**config.mk**
```make
export PLATFORM = sky130hd
export DESIGN_NAME = config_nv_ctrl
export DESIGN_NICKNAME = d
export VERILOG_FILES = /design/src/rtl/cfg_nv_pkg.sv /design/src/rtl/config_nv_ctrl.sv
export SDC_FILE = /design/constraint.sdc
export NUM_CORES = 1
export LEC_CHECK = 0
export ABC_AREA = 0
export BUFFER_PORTS_ARGS = -buffer_cell sky130_fd_sc_hd__buf_4
export CORE_ASPECT_RATIO = 1.4
export CORE_UTILIZATION = 25
export DETAILED_ROUTE_END_ITERATION = 8
export HOLD_SLACK_MARGIN = 0.08
export PLACE_DENSITY_LB_ADDON = 0.15
export SLEW_MARGIN = 20
export SYNTH_ARGS = -nofsm -noshare
export SYNTH_HDL_FRONTEND = slang
export SYNTH_SLANG_ARGS = --single-unit
```
**constraint.sdc**
```tcl
create_clock -name ref_clk -period 11.2 [get_ports ref_clk]
set_input_delay 0.56 -clock ref_clk [delete_from_list [all_inputs] [get_ports ref_clk]]
set_output_delay 0.56 -clock ref_clk [all_outputs]
set_load 0.03 [all_outputs]
```
**src/rtl/cfg_nv_pkg.sv**
```systemverilog
// constants, types and field layouts of the configuration-mode store logic
// assumes a 10 MHz reference clock; shared by the block and its bench
package cfg_nv_pkg;
  // ****************************************************************
  // register map
  // ****************************************************************
  localparam logic [6:0] ADDR_SYS = 7'h10;
  localparam logic [6:0] ADDR_WAKE = 7'h11;
  localparam logic [6:0] ADDR_REG = 7'h12;
  localparam logic [6:0] ADDR_XCVR = 7'h13;
  localparam logic [6:0] ADDR_WD = 7'h14;
  localparam logic [6:0] ADDR_OUT = 7'h15;
  localparam logic [6:0] ADDR_CRC = 7'h30;
  localparam logic [6:0] ADDR_STAT = 7'h31;
  localparam int NUM_CFG = 6;
  localparam logic [7:0] FIX_BYTE_20 = 8'h00;
  localparam logic [7:0] FIX_BYTE_21 = 8'h01;
  // factory defaults of the customer registers, lowest address first
  localparam logic [47:0] CFG_DEFAULTS = 48'h00_1F_00_00_00_03;
  localparam logic [7:0] ZERO_BYTE = 8'h00;

  // ****************************************************************
  // field positions
  // ****************************************************************
  localparam int SYS_SHORT = 0, SYS_NOSLEEP = 1;
  localparam int WK_W1R = 0, WK_W1F = 1, WK_W2R = 2, WK_W2F = 3, WK_BUS = 4;
  localparam int REG_UVOFF = 0;
  localparam int XC_OFF = 0, XC_HS = 1, XC_TOOFF = 2;
  localparam int WD_MODE_LO = 0, WD_AUTO = 2, WD_SDM = 3, WD_PER_LO = 4;
  localparam int OUT_FUNC_LO = 0, OUT_INV = 3, OUT_PER = 4, OUT_SETTLE = 5;
  localparam int ST_WREN = 0, ST_ERR = 1, ST_CNT_LO = 4;
  localparam int CNT_W = 4;

  // ****************************************************************
  // spi framing
  // ****************************************************************
  localparam int RW_BIT = 7;
  localparam logic [4:0] LAST_BIT_B0 = 5'd7;
  localparam logic [4:0] LAST_BIT_B1 = 5'd15;
  localparam logic [4:0] LAST_BIT_B2 = 5'd23;
  localparam logic [4:0] FRAME_END = 5'd24;
  localparam logic [2:0] BYTE_LAST = 3'd7;

  // ****************************************************************
  // timing
  // ****************************************************************
  localparam int CLK_KHZ = 10000;
  localparam int WIDTH_SHORT_US = 700;
  localparam int WIDTH_LONG_US = 4000;
  localparam int PROG_LIMIT_MS = 80;
  localparam int TMR_W = 20;

  // ****************************************************************
  // types
  // ****************************************************************
  typedef enum logic [1:0] {
    MODE_RESET = 2'b00,
    MODE_CONFIG = 2'b01,
    MODE_PROGRAM = 2'b11,
    MODE_RUN = 2'b10
  } mode_e;

  typedef struct packed {
    logic sck;
    logic sdi;
    logic csn;
    logic rstn;
    logic bus_dom;
  } pins_s;
  localparam pins_s PINS_IDLE = '{sck: 1'b0, sdi: 1'b0, csn: 1'b1, rstn: 1'b1, bus_dom: 1'b0};

  typedef struct packed {
    logic reset_short;
    logic sleep_disable;
    logic bus_wake_en;
    logic local_wake_pin_1_rise;
    logic local_wake_pin_1_fall;
    logic local_wake_pin_2_rise;
    logic local_wake_pin_2_fall;
    logic uv_detect_off;
    logic xcvr_off;
    logic high_speed;
    logic txd_timeout_off;
    logic [1:0] wd_mode;
    logic wd_auto;
    logic wd_sdm;
    logic [1:0] wd_period;
    logic [2:0] out_func;
    logic out_invert;
    logic cyc_period_long;
    logic settle_long;
  } cfg_s;
endpackage

```
**src/rtl/config_nv_ctrl.sv**
```systemverilog
// configuration-mode logic: reset pin, spi slave on the control pins,
// customer configuration registers and the commit to the nonvolatile store
// assumes the store itself and the supply monitor sit outside
`timescale 1ns/10ps
module config_nv_ctrl #(
  parameter int WIDTH_SHORT_CYC = cfg_nv_pkg::WIDTH_SHORT_US * cfg_nv_pkg::CLK_KHZ / 1000,
  parameter int WIDTH_LONG_CYC = cfg_nv_pkg::WIDTH_LONG_US * cfg_nv_pkg::CLK_KHZ / 1000,
  parameter int PROG_LIMIT_CYC = cfg_nv_pkg::PROG_LIMIT_MS * cfg_nv_pkg::CLK_KHZ,
  parameter logic [7:0] CRC_INIT = 8'h81,
  parameter logic [7:0] CRC_POLY = 8'h2F
) (
  input wire logic ref_clk,
  input wire logic rst,
  input wire logic supply_ok,
  input wire logic bat_above_thr,
  input wire logic sys_reset_req,
  input wire logic nv_configured,
  input wire logic nv_fault,
  input wire logic [47:0] nv_image,
  input wire logic nv_prog_done,
  input wire logic nv_prog_ok,
  output logic nv_prog_req,
  output logic [47:0] prog_image,
  input wire logic reset_pin_i,
  output logic reset_pin_o,
  output logic reset_pin_oe,
  input wire logic bus_dominant,
  input wire logic txd_sdi,
  input wire logic en_sck,
  input wire logic standby_ctrl_pin,
  output logic rxd_sdo_o,
  output logic rxd_sdo_oe,
  output logic config_mode,
  output logic regulator_on,
  output cfg_nv_pkg::cfg_s cfg
);
  // ****************************************************************
  // functions
  // ****************************************************************
  // one crc byte step, msb first
  function automatic logic [7:0] crc_step(input logic [7:0] c, input logic [7:0] b);
    logic [7:0] r;
    r = c ^ b;
    for (int i = 0; i < 8; i++) begin
      r = r[7] ? ((r << 1) ^ CRC_POLY) : (r << 1);
    end
    return r;
  endfunction

  // ****************************************************************
  // input synchronisers
  // ****************************************************************
  cfg_nv_pkg::pins_s in_w;
  cfg_nv_pkg::pins_s s1_q, s2_q, s3_q, f_q;
  assign in_w = '{sck: en_sck, sdi: txd_sdi, csn: standby_ctrl_pin, rstn: reset_pin_i, bus_dom: bus_dominant};

  // three stages per pin, filtered value follows once stages two and three agree
  for (genvar i = 0; i < $bits(cfg_nv_pkg::pins_s); i++) begin : g_sync
    always_ff @(posedge ref_clk or posedge rst) begin
      if (rst) begin
        s1_q[i] <= cfg_nv_pkg::PINS_IDLE[i];
        s2_q[i] <= cfg_nv_pkg::PINS_IDLE[i];
        s3_q[i] <= cfg_nv_pkg::PINS_IDLE[i];
        f_q[i] <= cfg_nv_pkg::PINS_IDLE[i];
      end else begin
        s1_q[i] <= in_w[i];
        s2_q[i] <= s1_q[i];
        s3_q[i] <= s2_q[i];
        if (s2_q[i] == s3_q[i]) begin
          f_q[i] <= s3_q[i];
        end
      end
    end
  end

  // ****************************************************************
  // state
  // ****************************************************************
  cfg_nv_pkg::mode_e mode_q, mode_d;
  logic [7:0] cfg_q [cfg_nv_pkg::NUM_CFG];
  logic [47:0] cfg_flat_w;
  logic [7:0] crc_q;
  logic [cfg_nv_pkg::TMR_W-1:0] timer_q, width_tgt_w;
  logic rel_q, boot_q, restore_q, configured_q, err_q;
  logic [cfg_nv_pkg::CNT_W-1:0] wcnt_q;
  logic sck_prev_q, sdo_q, rd_q;
  logic [4:0] bit_cnt_q;
  logic [7:0] rx_q, tx_q, rx_w, status_w, crc_calc_w;
  logic [6:0] addr_q, wr_addr_w, rd_addr_w;
  logic fall_w, rise_w, in_frame_w, byte_done_w, wr_en_w, crc_wr_w, crc_ok_w;
  logic ext_rst_w, width_done_w, leave_w, go_config_w, cnt_full_w, prog_fail_w;

  // flat image of the customer registers, lowest address in the top byte
  for (genvar k = 0; k < cfg_nv_pkg::NUM_CFG; k++) begin : g_flat
    assign cfg_flat_w[47-8*k -: 8] = cfg_q[k];
  end

  // register read mux, used for the first and second data byte
  function automatic logic [7:0] reg_read(input logic [6:0] a, input logic [47:0] img,
                                          input logic [7:0] crc, input logic [7:0] st);
    logic [6:0] idx;
    idx = a - cfg_nv_pkg::ADDR_SYS;
    if (a >= cfg_nv_pkg::ADDR_SYS && a <= cfg_nv_pkg::ADDR_OUT) begin
      return img[47-8*idx -: 8];
    end else if (a == cfg_nv_pkg::ADDR_CRC) begin
      return crc;
    end else if (a == cfg_nv_pkg::ADDR_STAT) begin
      return st;
    end
    return cfg_nv_pkg::ZERO_BYTE;
  endfunction

  // ****************************************************************
  // crc over registers and fixed bytes
  // ****************************************************************
  always_comb begin
    crc_calc_w = CRC_INIT;
    for (int k = 0; k < cfg_nv_pkg::NUM_CFG; k++) begin
      crc_calc_w = crc_step(crc_calc_w, cfg_q[k]);
    end
    crc_calc_w = crc_step(crc_calc_w, cfg_nv_pkg::FIX_BYTE_20);
    crc_calc_w = crc_step(crc_calc_w, cfg_nv_pkg::FIX_BYTE_21);
  end

  // ****************************************************************
  // spi decode
  // ****************************************************************
  assign fall_w = sck_prev_q & ~f_q.sck;
  assign rise_w = ~sck_prev_q & f_q.sck;
  assign in_frame_w = (mode_q == cfg_nv_pkg::MODE_CONFIG) & ~f_q.csn;
  assign rx_w = {rx_q[6:0], f_q.sdi};
  assign byte_done_w = in_frame_w & fall_w & (bit_cnt_q < cfg_nv_pkg::FRAME_END) &
                       (bit_cnt_q[2:0] == cfg_nv_pkg::BYTE_LAST);
  assign wr_addr_w = (bit_cnt_q == cfg_nv_pkg::LAST_BIT_B1) ? addr_q : addr_q + 7'd1;
  assign rd_addr_w = (bit_cnt_q == cfg_nv_pkg::LAST_BIT_B0) ? rx_w[6:0] : addr_q + 7'd1;
  assign wr_en_w = byte_done_w & ~rd_q & (bit_cnt_q != cfg_nv_pkg::LAST_BIT_B0);
  assign crc_wr_w = wr_en_w & (wr_addr_w == cfg_nv_pkg::ADDR_CRC);
  assign crc_ok_w = rx_w == crc_calc_w;

  // status word: write access, error, write counter
  assign cnt_full_w = &wcnt_q;
  always_comb begin
    status_w = cfg_nv_pkg::ZERO_BYTE;
    status_w[cfg_nv_pkg::ST_WREN] = config_mode & ~cnt_full_w;
    status_w[cfg_nv_pkg::ST_ERR] = err_q;
    status_w[cfg_nv_pkg::ST_CNT_LO +: cfg_nv_pkg::CNT_W] = wcnt_q;
  end

  // shift engine: sample on falling edge, present next bit on rising edge
  always_ff @(posedge ref_clk or posedge rst) begin
    if (rst) begin
      sck_prev_q <= 1'b0;
      bit_cnt_q <= 5'd0;
      rx_q <= 8'h00;
      tx_q <= 8'h00;
      sdo_q <= 1'b0;
      addr_q <= 7'h00;
      rd_q <= 1'b0;
    end else begin
      sck_prev_q <= f_q.sck;
      if (!in_frame_w) begin
        bit_cnt_q <= 5'd0;
        tx_q <= 8'h00;
        sdo_q <= 1'b0;
      end else if (fall_w && bit_cnt_q < cfg_nv_pkg::FRAME_END) begin
        rx_q <= rx_w;
        bit_cnt_q <= bit_cnt_q + 5'd1;
        if (bit_cnt_q == cfg_nv_pkg::LAST_BIT_B0) begin
          addr_q <= rx_w[6:0];
          rd_q <= rx_w[cfg_nv_pkg::RW_BIT];
        end
        if (byte_done_w && bit_cnt_q != cfg_nv_pkg::LAST_BIT_B2) begin
          tx_q <= reg_read(rd_addr_w, cfg_flat_w, crc_q, status_w);
        end
      end else if (rise_w) begin
        sdo_q <= tx_q[7];
        tx_q <= {tx_q[6:0], 1'b0};
      end
    end
  end

  // ****************************************************************
  // mode sequencing
  // ****************************************************************
  assign ext_rst_w = ~f_q.rstn;
  assign width_tgt_w = cfg_q[0][cfg_nv_pkg::SYS_SHORT] ? cfg_nv_pkg::TMR_W'(WIDTH_SHORT_CYC - 1) :
                       cfg_nv_pkg::TMR_W'(WIDTH_LONG_CYC - 1);
  assign width_done_w = supply_ok & (timer_q == width_tgt_w);
  assign leave_w = rel_q & f_q.rstn;
  // unconfigured, faulted or restoring parts go to config; an unconfigured boot without restore waits for the battery
  assign go_config_w = boot_q ? (restore_q | nv_fault | ~nv_configured) : ~configured_q;
  assign prog_fail_w = (nv_prog_done & ~nv_prog_ok) |
                       (timer_q == cfg_nv_pkg::TMR_W'(PROG_LIMIT_CYC - 1));

  // next mode
  always_comb begin
    mode_d = mode_q;
    case (mode_q)
      cfg_nv_pkg::MODE_RESET: begin
        if (leave_w && !(boot_q && !restore_q && !nv_configured && !bat_above_thr)) begin
          mode_d = go_config_w ? cfg_nv_pkg::MODE_CONFIG : cfg_nv_pkg::MODE_RUN;
        end
      end
      cfg_nv_pkg::MODE_CONFIG: begin
        if (ext_rst_w || sys_reset_req) begin
          mode_d = cfg_nv_pkg::MODE_RESET;
        end else if (crc_wr_w && crc_ok_w) begin
          mode_d = cfg_nv_pkg::MODE_PROGRAM;
        end
      end
      cfg_nv_pkg::MODE_PROGRAM: begin
        if (ext_rst_w || (nv_prog_done && nv_prog_ok)) begin
          mode_d = cfg_nv_pkg::MODE_RESET;
        end else if (prog_fail_w) begin
          mode_d = cfg_nv_pkg::MODE_CONFIG;
        end
      end
      cfg_nv_pkg::MODE_RUN: begin
        if (ext_rst_w || sys_reset_req) begin
          mode_d = cfg_nv_pkg::MODE_RESET;
        end
      end
      default: mode_d = cfg_nv_pkg::MODE_RESET;
    endcase
  end

  // mode, pulse timer and boot flags
  always_ff @(posedge ref_clk or posedge rst) begin
    if (rst) begin
      mode_q <= cfg_nv_pkg::MODE_RESET;
      timer_q <= '0;
      rel_q <= 1'b0;
      boot_q <= 1'b1;
      restore_q <= 1'b0;
      configured_q <= 1'b0;
    end else begin
      mode_q <= mode_d;
      if (mode_d != mode_q) begin
        timer_q <= '0;
        rel_q <= 1'b0;
      end else if (mode_q == cfg_nv_pkg::MODE_RESET) begin
        if (!supply_ok && !rel_q) begin
          timer_q <= '0;
        end else if (width_done_w) begin
          rel_q <= 1'b1;
        end else if (!rel_q) begin
          timer_q <= timer_q + 1'b1;
        end
        // pin still held low from outside with the bus dominant after our pulse
        if (boot_q && rel_q && ext_rst_w && f_q.bus_dom) begin
          restore_q <= 1'b1;
        end
      end else if (mode_q == cfg_nv_pkg::MODE_PROGRAM) begin
        timer_q <= timer_q + 1'b1;
      end
      if (mode_q == cfg_nv_pkg::MODE_RESET && mode_d != mode_q) begin
        boot_q <= 1'b0;
        if (boot_q) begin
          configured_q <= nv_configured & ~nv_fault & ~restore_q;
        end
      end
      if (mode_q == cfg_nv_pkg::MODE_PROGRAM && nv_prog_done && nv_prog_ok) begin
        configured_q <= 1'b1;
      end
    end
  end

  // ****************************************************************
  // registers, error flag and write counter
  // ****************************************************************
  always_ff @(posedge ref_clk or posedge rst) begin
    if (rst) begin
      for (int k = 0; k < cfg_nv_pkg::NUM_CFG; k++) begin
        cfg_q[k] <= cfg_nv_pkg::CFG_DEFAULTS[47-8*k -: 8];
      end
      crc_q <= 8'h00;
      err_q <= 1'b0;
      wcnt_q <= '0;
    end else begin
      if (mode_q == cfg_nv_pkg::MODE_RESET && mode_d != mode_q && boot_q) begin
        for (int k = 0; k < cfg_nv_pkg::NUM_CFG; k++) begin
          cfg_q[k] <= (restore_q || nv_fault || !nv_configured) ?
                      cfg_nv_pkg::CFG_DEFAULTS[47-8*k -: 8] : nv_image[47-8*k -: 8];
        end
        if (!restore_q && nv_configured && nv_fault) begin
          err_q <= 1'b1;
        end
      end else if (wr_en_w) begin
        for (int k = 0; k < cfg_nv_pkg::NUM_CFG; k++) begin
          if (wr_addr_w == cfg_nv_pkg::ADDR_SYS + 7'(k)) begin
            cfg_q[k] <= rx_w;
          end
        end
        if (crc_wr_w) begin
          crc_q <= rx_w;
        end
      end
      if ((crc_wr_w && !crc_ok_w) || (mode_q == cfg_nv_pkg::MODE_PROGRAM && prog_fail_w)) begin
        err_q <= 1'b1;
        if (!cnt_full_w) begin
          wcnt_q <= wcnt_q + 1'b1;
        end
      end
    end
  end

  // ****************************************************************
  // outputs
  // ****************************************************************
  assign reset_pin_o = 1'b0;
  assign reset_pin_oe = (mode_q == cfg_nv_pkg::MODE_RESET) & ~rel_q;
  assign config_mode = mode_q == cfg_nv_pkg::MODE_CONFIG;
  assign regulator_on = 1'b1;
  assign rxd_sdo_oe = config_mode;
  assign rxd_sdo_o = f_q.csn ? 1'b0 : sdo_q;
  assign nv_prog_req = mode_q == cfg_nv_pkg::MODE_PROGRAM;
  assign prog_image = cfg_flat_w;

  // decoded fields for the rest of the chip
  assign cfg.reset_short = cfg_q[0][cfg_nv_pkg::SYS_SHORT];
  assign cfg.sleep_disable = cfg_q[0][cfg_nv_pkg::SYS_NOSLEEP];
  assign cfg.local_wake_pin_1_rise = cfg_q[1][cfg_nv_pkg::WK_W1R];
  assign cfg.local_wake_pin_1_fall = cfg_q[1][cfg_nv_pkg::WK_W1F];
  assign cfg.local_wake_pin_2_rise = cfg_q[1][cfg_nv_pkg::WK_W2R];
  assign cfg.local_wake_pin_2_fall = cfg_q[1][cfg_nv_pkg::WK_W2F];
  assign cfg.bus_wake_en = cfg_q[1][cfg_nv_pkg::WK_BUS];
  assign cfg.uv_detect_off = cfg_q[2][cfg_nv_pkg::REG_UVOFF];
  assign cfg.xcvr_off = cfg_q[3][cfg_nv_pkg::XC_OFF];
  assign cfg.high_speed = cfg_q[3][cfg_nv_pkg::XC_HS];
  assign cfg.txd_timeout_off = cfg_q[3][cfg_nv_pkg::XC_TOOFF];
  assign cfg.wd_mode = cfg_q[4][cfg_nv_pkg::WD_MODE_LO +: 2];
  assign cfg.wd_auto = cfg_q[4][cfg_nv_pkg::WD_AUTO];
  assign cfg.wd_sdm = cfg_q[4][cfg_nv_pkg::WD_SDM];
  assign cfg.wd_period = cfg_q[4][cfg_nv_pkg::WD_PER_LO +: 2];
  assign cfg.out_func = cfg_q[5][cfg_nv_pkg::OUT_FUNC_LO +: 3];
  assign cfg.out_invert = cfg_q[5][cfg_nv_pkg::OUT_INV];
  assign cfg.cyc_period_long = cfg_q[5][cfg_nv_pkg::OUT_PER];
  assign cfg.settle_long = cfg_q[5][cfg_nv_pkg::OUT_SETTLE];

  // ****************************************************************
  // assertions
  // ****************************************************************
  a_sdo_idle_low: assert property (@(posedge ref_clk) disable iff (rst)
    config_mode && f_q.csn |-> rxd_sdo_oe && !rxd_sdo_o) else $error("sdo not low while deselected");
  a_config_release: assert property (@(posedge ref_clk) disable iff (rst)
    config_mode |-> !reset_pin_oe) else $error("reset pin driven in config");
  a_ext_reset: assert property (@(posedge ref_clk) disable iff (rst)
    mode_q == cfg_nv_pkg::MODE_RUN && !f_q.rstn |=> mode_q == cfg_nv_pkg::MODE_RESET)
    else $error("outside reset ignored");
  a_width_release: assert property (@(posedge ref_clk) disable iff (rst)
    $fell(reset_pin_oe) && mode_q == cfg_nv_pkg::MODE_RESET |-> $past(timer_q) == $past(width_tgt_w))
    else $error("reset pulse width wrong");
  a_no_supply_hold: assert property (@(posedge ref_clk) disable iff (rst)
    mode_q == cfg_nv_pkg::MODE_RESET && !supply_ok && !rel_q |=> reset_pin_oe)
    else $error("reset released without supply");
  a_crc_bad_err: assert property (@(posedge ref_clk) disable iff (rst)
    crc_wr_w && !crc_ok_w && !cnt_full_w |=> err_q && wcnt_q == $past(wcnt_q) + 1'b1 &&
    mode_q == cfg_nv_pkg::MODE_CONFIG) else $error("crc mismatch not recorded");
  a_crc_good_go: assert property (@(posedge ref_clk) disable iff (rst)
    config_mode && crc_wr_w && crc_ok_w && f_q.rstn && !sys_reset_req |=> nv_prog_req [*2])
    else $error("commit not started");
  a_done_resets: assert property (@(posedge ref_clk) disable iff (rst)
    nv_prog_req && nv_prog_done && nv_prog_ok |=> reset_pin_oe && configured_q)
    else $error("no system reset after commit");
  a_reg_write: assert property (@(posedge ref_clk) disable iff (rst)
    wr_en_w && wr_addr_w == cfg_nv_pkg::ADDR_REG |=> cfg_q[2] == $past(rx_w))
    else $error("register write lost");
  a_sdo_shift: assert property (@(posedge ref_clk) disable iff (rst)
    in_frame_w && rise_w |=> sdo_q == $past(tx_q[7])) else $error("sdo not shifted on rise");
endmodule

```
== Word level (Yosys, flattened, before mapping) ==
Index checks and enable logic that the tools add are counted.
Widths: inputs -> output; s select.
Cells by class
  add/subtract/negate cells: 6
  $lt $le $gt $ge: 3
  eq/ne operators: 34
  shifts and indexed selects: 1
  muxes and demuxes: 126
  bitwise logic cells: 104
  reductions and logical operators: 66
Operators with widths (count)
  $mux 6: 64
  $not 5->5: 64
  $mux 8: 20
  $mux 20: 6
  $mux 48: 2
  $shiftx 55x33->8: 1
  $eq 7x5->1 const B: 6
  $xor 8x8->8: 5
  $reduce_bool 2->1: 13
  $reduce_and 2->1: 12
  $eq 7x6->1 const B: 3
  $logic_and 1x1->1: 21
  $mux 1: 21
  $add 20x1->20 const B: 1
  $eq 20x16->1: 1
  $eq 20x20->1 const B: 1
  $and 1x1->1: 16
  $mux 16: 1
  $not 1->1: 15
  $reduce_and 3->1: 5
  $mux 2: 7
  $mux 7: 2
  $sub 6x10->11 const A: 1
  $mux 5: 2
  other kinds (29): 50
Storage, ports and cells
  bits in registers: 137
  bits of input ports: 62
  output and inout bits: 78
  logic and storage cells: 382

== Logic depth before layout (Yosys ltp) ==
  depth in word-level cells: 145
  gate-level depth with buffers: 17
  depth with buffers taken out: 15

== Worst setup path before layout ==
OpenSTA, ideal clock, no wires.
  path kind: register to register
  start: reg cfg_q (netlist bit cfg[22])
  end: reg err_q
  library setup time: 131 ps
  arrival: 5522 ps
  required time: 11069 ps
  setup slack: 5546 ps
  cell stages (with the launch flop): 15
  path buffers: 1
  clock period less this slack: 5654 ps
  cells stage by stage: dfrtp_1 buf_6 xnor3_2 xnor3_2 xor3_2 xnor2_4 xnor3_1 xnor3_2 xnor3_1 xnor2_2 xnor3_1 or4_4 a311oi_4 o21ai_1 or3_1
On the way
  longest elaborated chain between the ends: 97
  elaborated cells between the ends (all ways): 144
  classes of those cells: eq/ne (2); mux (66); bitwise (67); reduce/logical (9)
RTL lines
  from (decl): RTL line config_nv_ctrl.sv:80  | logic [7:0] cfg_q [cfg_nv_pkg::NUM_CFG];
  from (signal, indexed assignment): RTL line config_nv_ctrl.sv:274  | cfg_q[k] <= cfg_nv_pkg::CFG_DEFAULTS[47-8*k -: 8];
  from (signal, indexed assignment): RTL line config_nv_ctrl.sv:282  | cfg_q[k] <= (restore_q || nv_fault || !nv_configured) ?
  from (signal, indexed assignment): RTL line config_nv_ctrl.sv:291  | cfg_q[k] <= rx_w;
  $not 2->2 (no source line) *
  $not 5->5 (no source line)
  $mux 6 *: RTL line config_nv_ctrl.sv:45  | r = r[7] ? ((r << 1) ^ CRC_POLY) : (r << 1);
  $not 5->5 (no source line)
  $mux 6 *: RTL line config_nv_ctrl.sv:45
  $not 5->5 (no source line)
  $mux 6 * (2 in series): RTL line config_nv_ctrl.sv:45
  $not 5->5 (no source line)
  [... 79 more ...]
  $logic_and 1x1->1: RTL line config_nv_ctrl.sv:207  | end else if (crc_wr_w && crc_ok_w) begin
  $mux 2: RTL line config_nv_ctrl.sv:207
  $mux 2: RTL line config_nv_ctrl.sv:205  | if (ext_rst_w || sys_reset_req) begin
  $pmux 2 s4: RTL line config_nv_ctrl.sv:198  | case (mode_q)
  $ne 2x2->1: RTL line config_nv_ctrl.sv:280  | if (mode_q == cfg_nv_pkg::MODE_RESET && mode_d != mode_q && boot_q) begin
  $logic_and 1x1->1 (2 in series): RTL line config_nv_ctrl.sv:280
  $reduce_bool 2->1 (no source line)
  $reduce_and 2->1 (no source line)
  to (signal assigned): RTL line config_nv_ctrl.sv:277  | err_q <= 1'b0;
  to (signal assigned): RTL line config_nv_ctrl.sv:286  | err_q <= 1'b1;
  to (signal assigned): RTL line config_nv_ctrl.sv:299  | err_q <= 1'b1;
  to (decl): RTL line config_nv_ctrl.sv:84  | logic rel_q, boot_q, restore_q, configured_q, err_q;
Mark *: on every way between the ends. The rest lies on a longest branch, timed or not.
A chain may end at the register's enable or synchronous reset.

== Worst setup path in the final report ==
  start: reg cfg_q (netlist bit cfg[22])
  end: reg timer_q[8] in the netlist's numbering
On the way
  longest elaborated chain between the ends: 95
  elaborated cells between the ends (all ways): 143
  classes of those cells: eq/ne (5); mux (67); bitwise (68); reduce/logical (3)
RTL lines
  $not 2->2 (no source line)
  $not 5->5 (no source line)
  $mux 6: RTL line config_nv_ctrl.sv:45
  $not 5->5 (no source line)
  $mux 6: RTL line config_nv_ctrl.sv:45
  $not 5->5 (no source line)
  $mux 6 (2 in series): RTL line config_nv_ctrl.sv:45
  $not 5->5 (no source line)
  [... 78 more ...]
  $eq 8x8->1: RTL line config_nv_ctrl.sv:138  | assign crc_ok_w = rx_w == crc_calc_w;
  $logic_and 1x1->1: RTL line config_nv_ctrl.sv:207
  $mux 2: RTL line config_nv_ctrl.sv:207
  $mux 2: RTL line config_nv_ctrl.sv:205
  $pmux 2 s4: RTL line config_nv_ctrl.sv:198
  $ne 2x2->1: RTL line config_nv_ctrl.sv:238  | if (mode_d != mode_q) begin
  $ne 4x3->1 (no source line) or $reduce_bool 3->1 (tied branches)
  $reduce_and 3->1 (no source line)
  to (signal assigned): RTL line config_nv_ctrl.sv:247  | timer_q <= timer_q + 1'b1;
  to (signal assigned): RTL line config_nv_ctrl.sv:254  | timer_q <= timer_q + 1'b1;
  to (decl): RTL line config_nv_ctrl.sv:83  | logic [cfg_nv_pkg::TMR_W-1:0] timer_q, width_tgt_w;
Parallel ways exist; a longest one is shown, timed or not.

==> impl_metrics.csv <==
group,metric,value,unit
sta,worstMarginPinSlew,1.00,ns
sta,finalSetupViolCount,0,
run,maxCapViolCount,0,
outcome,outcome,"finished clean",
sta,rsz0062_at_grt,"no",
final_layout,fillers,4144,
power,peakVddDrop,0.109,mV
final_layout,syn2layout_area_growth,20.2,%
worst_setup_path,cp_max_fo,21,
yosys,synth.distinct_cells,72,
yosys,synth_area_leaders,"dfrtp_1 30%, xnor3_1 10%, xnor2_1 8.1%",
drt,wl,34.2,mm
global_route,overflow,0,
drt,drc,0,
global_route,grt_start_max_net_pins,83,
clock_tree,cts_made_buffers,17,
yosys,synth_commonest_cells,"122 x a21oi_1, 121 x dfrtp_1, 93 x xnor2_1, 71 x nand2_1, 59 x mux2i_1",
power,p_leak,5.48,nW
clock_tree,cts_tree,"yes",
sta,finalHoldWorstSlack,0.219,ns
clock_tree,post-cts-setup-buffer-count,0,
sta,max_slew_margin,0.331,
floorplan,pin_count,140,
yosys,synth_flop_cell,"dfrtp_1",
global_route,antenna_found_initial,0,
clock_tree,cts_resized,0,
final_layout,postLayoutCellArea,0.0121,mm^2
sta,finClkSkew,0.0201,ns
placed_design,place_inst,1590,
final_layout,stdcell_count,1622,
worst_setup_path,path_delay_family,"XOR/XNOR gates",
floorplan,start_util,0.255,
worst_setup_path,required,11.49,ns
hold_path,hold_start,"bus_dominant",
worst_setup_path,arrival,6.72,ns
worst_setup_path,timing.rr.start,"cfg[22]$_DFFE_PP0P_",
clock_tree,cts_root_buf,"clkbuf_16",
worst_setup_path,critical-path-max-stage-delay,0.78,ns
floorplan,die_y,239,um
floorplan,dieArea,0.0411,mm^2
clock_tree,cts_htree_levels,4,
global_route,grt_first_pass_wirelength,51.2,mm
sta,fin_crit,6.42,ns
drt,via_count,7653,
yosys,ys_seq_area_frac,0.343,
drt,wl_per_cell,21.1,um
yosys,synth_warnings,0,
hold_path,min_path_type,"in2reg",
clock_tree,worstSkewPairLatency,0.46,ns
worst_setup_path,reg2reg_setup_slack,4.78,ns
yosys,yosysMostFrequentCell,"a21oi_1",
yosys,syn-num-nets,1056,
power,powerDensity,94.0,mW/mm^2
yosys,synth-edff-count,0,
final_layout,drive_above_1_share,0.234,
drt,drtIter0Drc,355,
floorplan,placementRows,86,
final_layout,final_util,0.306,
sta,period_share,0.574,
yosys,syn_inst,986,
clock_tree,clk_pin_slew,0.07,ns
yosys,yosysTopAreaCell,"dfrtp_1",
worst_setup_path,start_kind,"flip-flop",
worst_setup_path,end_kind,"flip-flop",
hold_path,min_to,"s1_q[0]$_DFF_PP0_",
clock_tree,cts_buffer_depth,2,
worst_setup_path,cp_slowest_cell,"o21ai_2",
hold_path,whs_path_depth,1,
worst_setup_path,reg2reg_to,"timer_q[8]$_DFFE_PP0P_",
placed_design,dp_hpwl,25.9,mm
floorplan,die_w,172,um
drt,firstDrtPassIters,5,
clock_tree,cts_sinks,137,
yosys,ys_ff_latch,137,
yosys,synth_area,0.0101,mm^2
global_route,grt_pass1_vias,7961,
placed_design,io_buffers,137,
worst_setup_path,cp.buffers_inverters,0,
global_route,grt_usage,0.172,
worst_setup_path,critical_path_class,"reg2reg",
final_layout,nNetsFinal,1151,
floorplan,core,0.0395,mm^2
yosys,syn_area_per_cell,10.2,um^2
clock_tree,cts_hold_buf,0,
drt,final_antenna_net_count,0,
worst_setup_path,cp_num_cells,14,
worst_setup_path,r2r_cells,14,
drt,avgViaCountPerCell,4.72,
placed_design,finalWeightedCongestion,0.859,
sta,setup-tns-final,0,ns
placed_design,postPlaceCellArea,0.0115,mm^2
worst_setup_path,path_cells,"xnor3_2, xnor3_2, xor3_2, xnor2_4, xnor3_1, xnor3_2, xnor3_1, xnor2_2, xnor3_1, nor4_1, a41oi_1, a311o_1, o21ai_2, nor3_1",
sta,finalHoldViolations,0,
final_layout,diodes,0,
yosys,ys_async_sr_fraction,1.00,
sta,max_freq,0.156,GHz
sta,finalMaxSlewViolations,0,
yosys,yosys.area.top_type_share,0.301,
## per-stage QoR
stage                     setup WS (ns)  total power [mW]
after global routing               4.45              1.18
after floorplan                    5.55             0.538
final                              4.78              1.14
after CTS                          4.73              1.16
after detailed placement           4.76             0.568
after global placement             4.77             0.567
## per-layer routing
layer / global-route usage / wire, um / part of all wire
met5: 0 / 0 / 0
met4: 0.0511 / 580 / 0.017
met3: 0.0231 / 992 / 0.029
met2: 0.331 / 19000 / 0.56
met1: 0.193 / 13600 / 0.40
## power breakdown
part           total, mW  switching, mW  internal (mW)
logic             0.0501         0.0289         0.0212
registers          0.507        0.00453          0.502
clock network      0.580          0.250          0.330
total               1.14          0.284          0.853
## kinds of logic after synthesis
kind of cell | count (synthesis) | share of synthesized area
buffers and inverters | 95 | 0.0464
adder cells (fa/ha/maj) | 13 | 0.0149
other | 2 | 0.000747
multiplexers | 91 | 0.0968
XOR/XNOR | 196 | 0.258
AO/OA/AOI/OAI | 211 | 0.122
AND/OR/NAND/NOR | 241 | 0.119
flip-flops | 137 | 0.343
## worst reg2reg max path, cell delays in order, from the launching register on
cell	delay (ns)
dfrtp_1	0.59
xnor3_2	0.55
xnor3_2	0.51
xor3_2	0.54
xnor2_4	0.25
xnor3_1	0.52
xnor3_2	0.44
xnor3_1	0.48
xnor2_2	0.18
xnor3_1	0.39
nor4_1	0.29
a41oi_1	0.13
a311o_1	0.47
o21ai_2	0.78
nor3_1	0.16
## layout make-up
cell class | instances | area [um^2] | share of cell area
clock buffer | 20 | 467 | 0.0386
inverter | 19 | 76.3 | 0.00631
tap | 528 | 661 | 0.0546
sequential | 137 | 3450 | 0.285
multi-input combinational | 754 | 6170 | 0.510
timing repair buffer | 152 | 1140 | 0.0944
clock inverter | 12 | 129 | 0.0107
## placed cells by master (no fill, tap or decap), types with 15 or more instances in the layout
master	synthesis	routed
a21oi_1	122	121
buf_4	26	152
clkbuf_16	0	17
dfrtp_1	121	121
dfstp_2	16	16
inv_1	17	16
mux2_2	29	29
mux2i_1	59	59
nand2_1	71	70
nand3_1	15	15
nor2_1	57	57
nor3_1	24	23
o21ai_0	33	33
xnor2_1	93	93
xnor3_1	45	45
xor2_1	39	39
## flip-flops by register name, indices dropped and copies added, names as in the netlist, 2 cells and up
| name | count |
|---|---|
| tx_q | 8 |
| f_q | 5 |
| timer_q | 20 |
| s3_q | 5 |
| wcnt_q | 4 |
| addr_q | 7 |
| s2_q | 5 |
| s1_q | 5 |
| cfg | 23 |
| rx_q | 7 |
| bit_cnt_q | 5 |
| prog_image | 25 |
| mode_q | 2 |
| crc_q | 8 |
## how the worst max path moves through the flow
stage,from,endpoint
floorplan,cfg[22]$_DFFE_PP0P_,err_q$_DFFE_PP0P_
global placement,cfg[22]$_DFFE_PP0P_,timer_q[17]$_DFFE_PP0P_
detailed placement,cfg[22]$_DFFE_PP0P_,timer_q[18]$_DFFE_PP0P_
CTS,cfg[22]$_DFFE_PP0P_,timer_q[10]$_DFFE_PP0P_
global route,prog_image[46]$_DFFE_PP0P_,timer_q[8]$_DFFE_PP0P_
finish,cfg[22]$_DFFE_PP0P_,timer_q[8]$_DFFE_PP0P_
(Power assumes the default switching activity.)
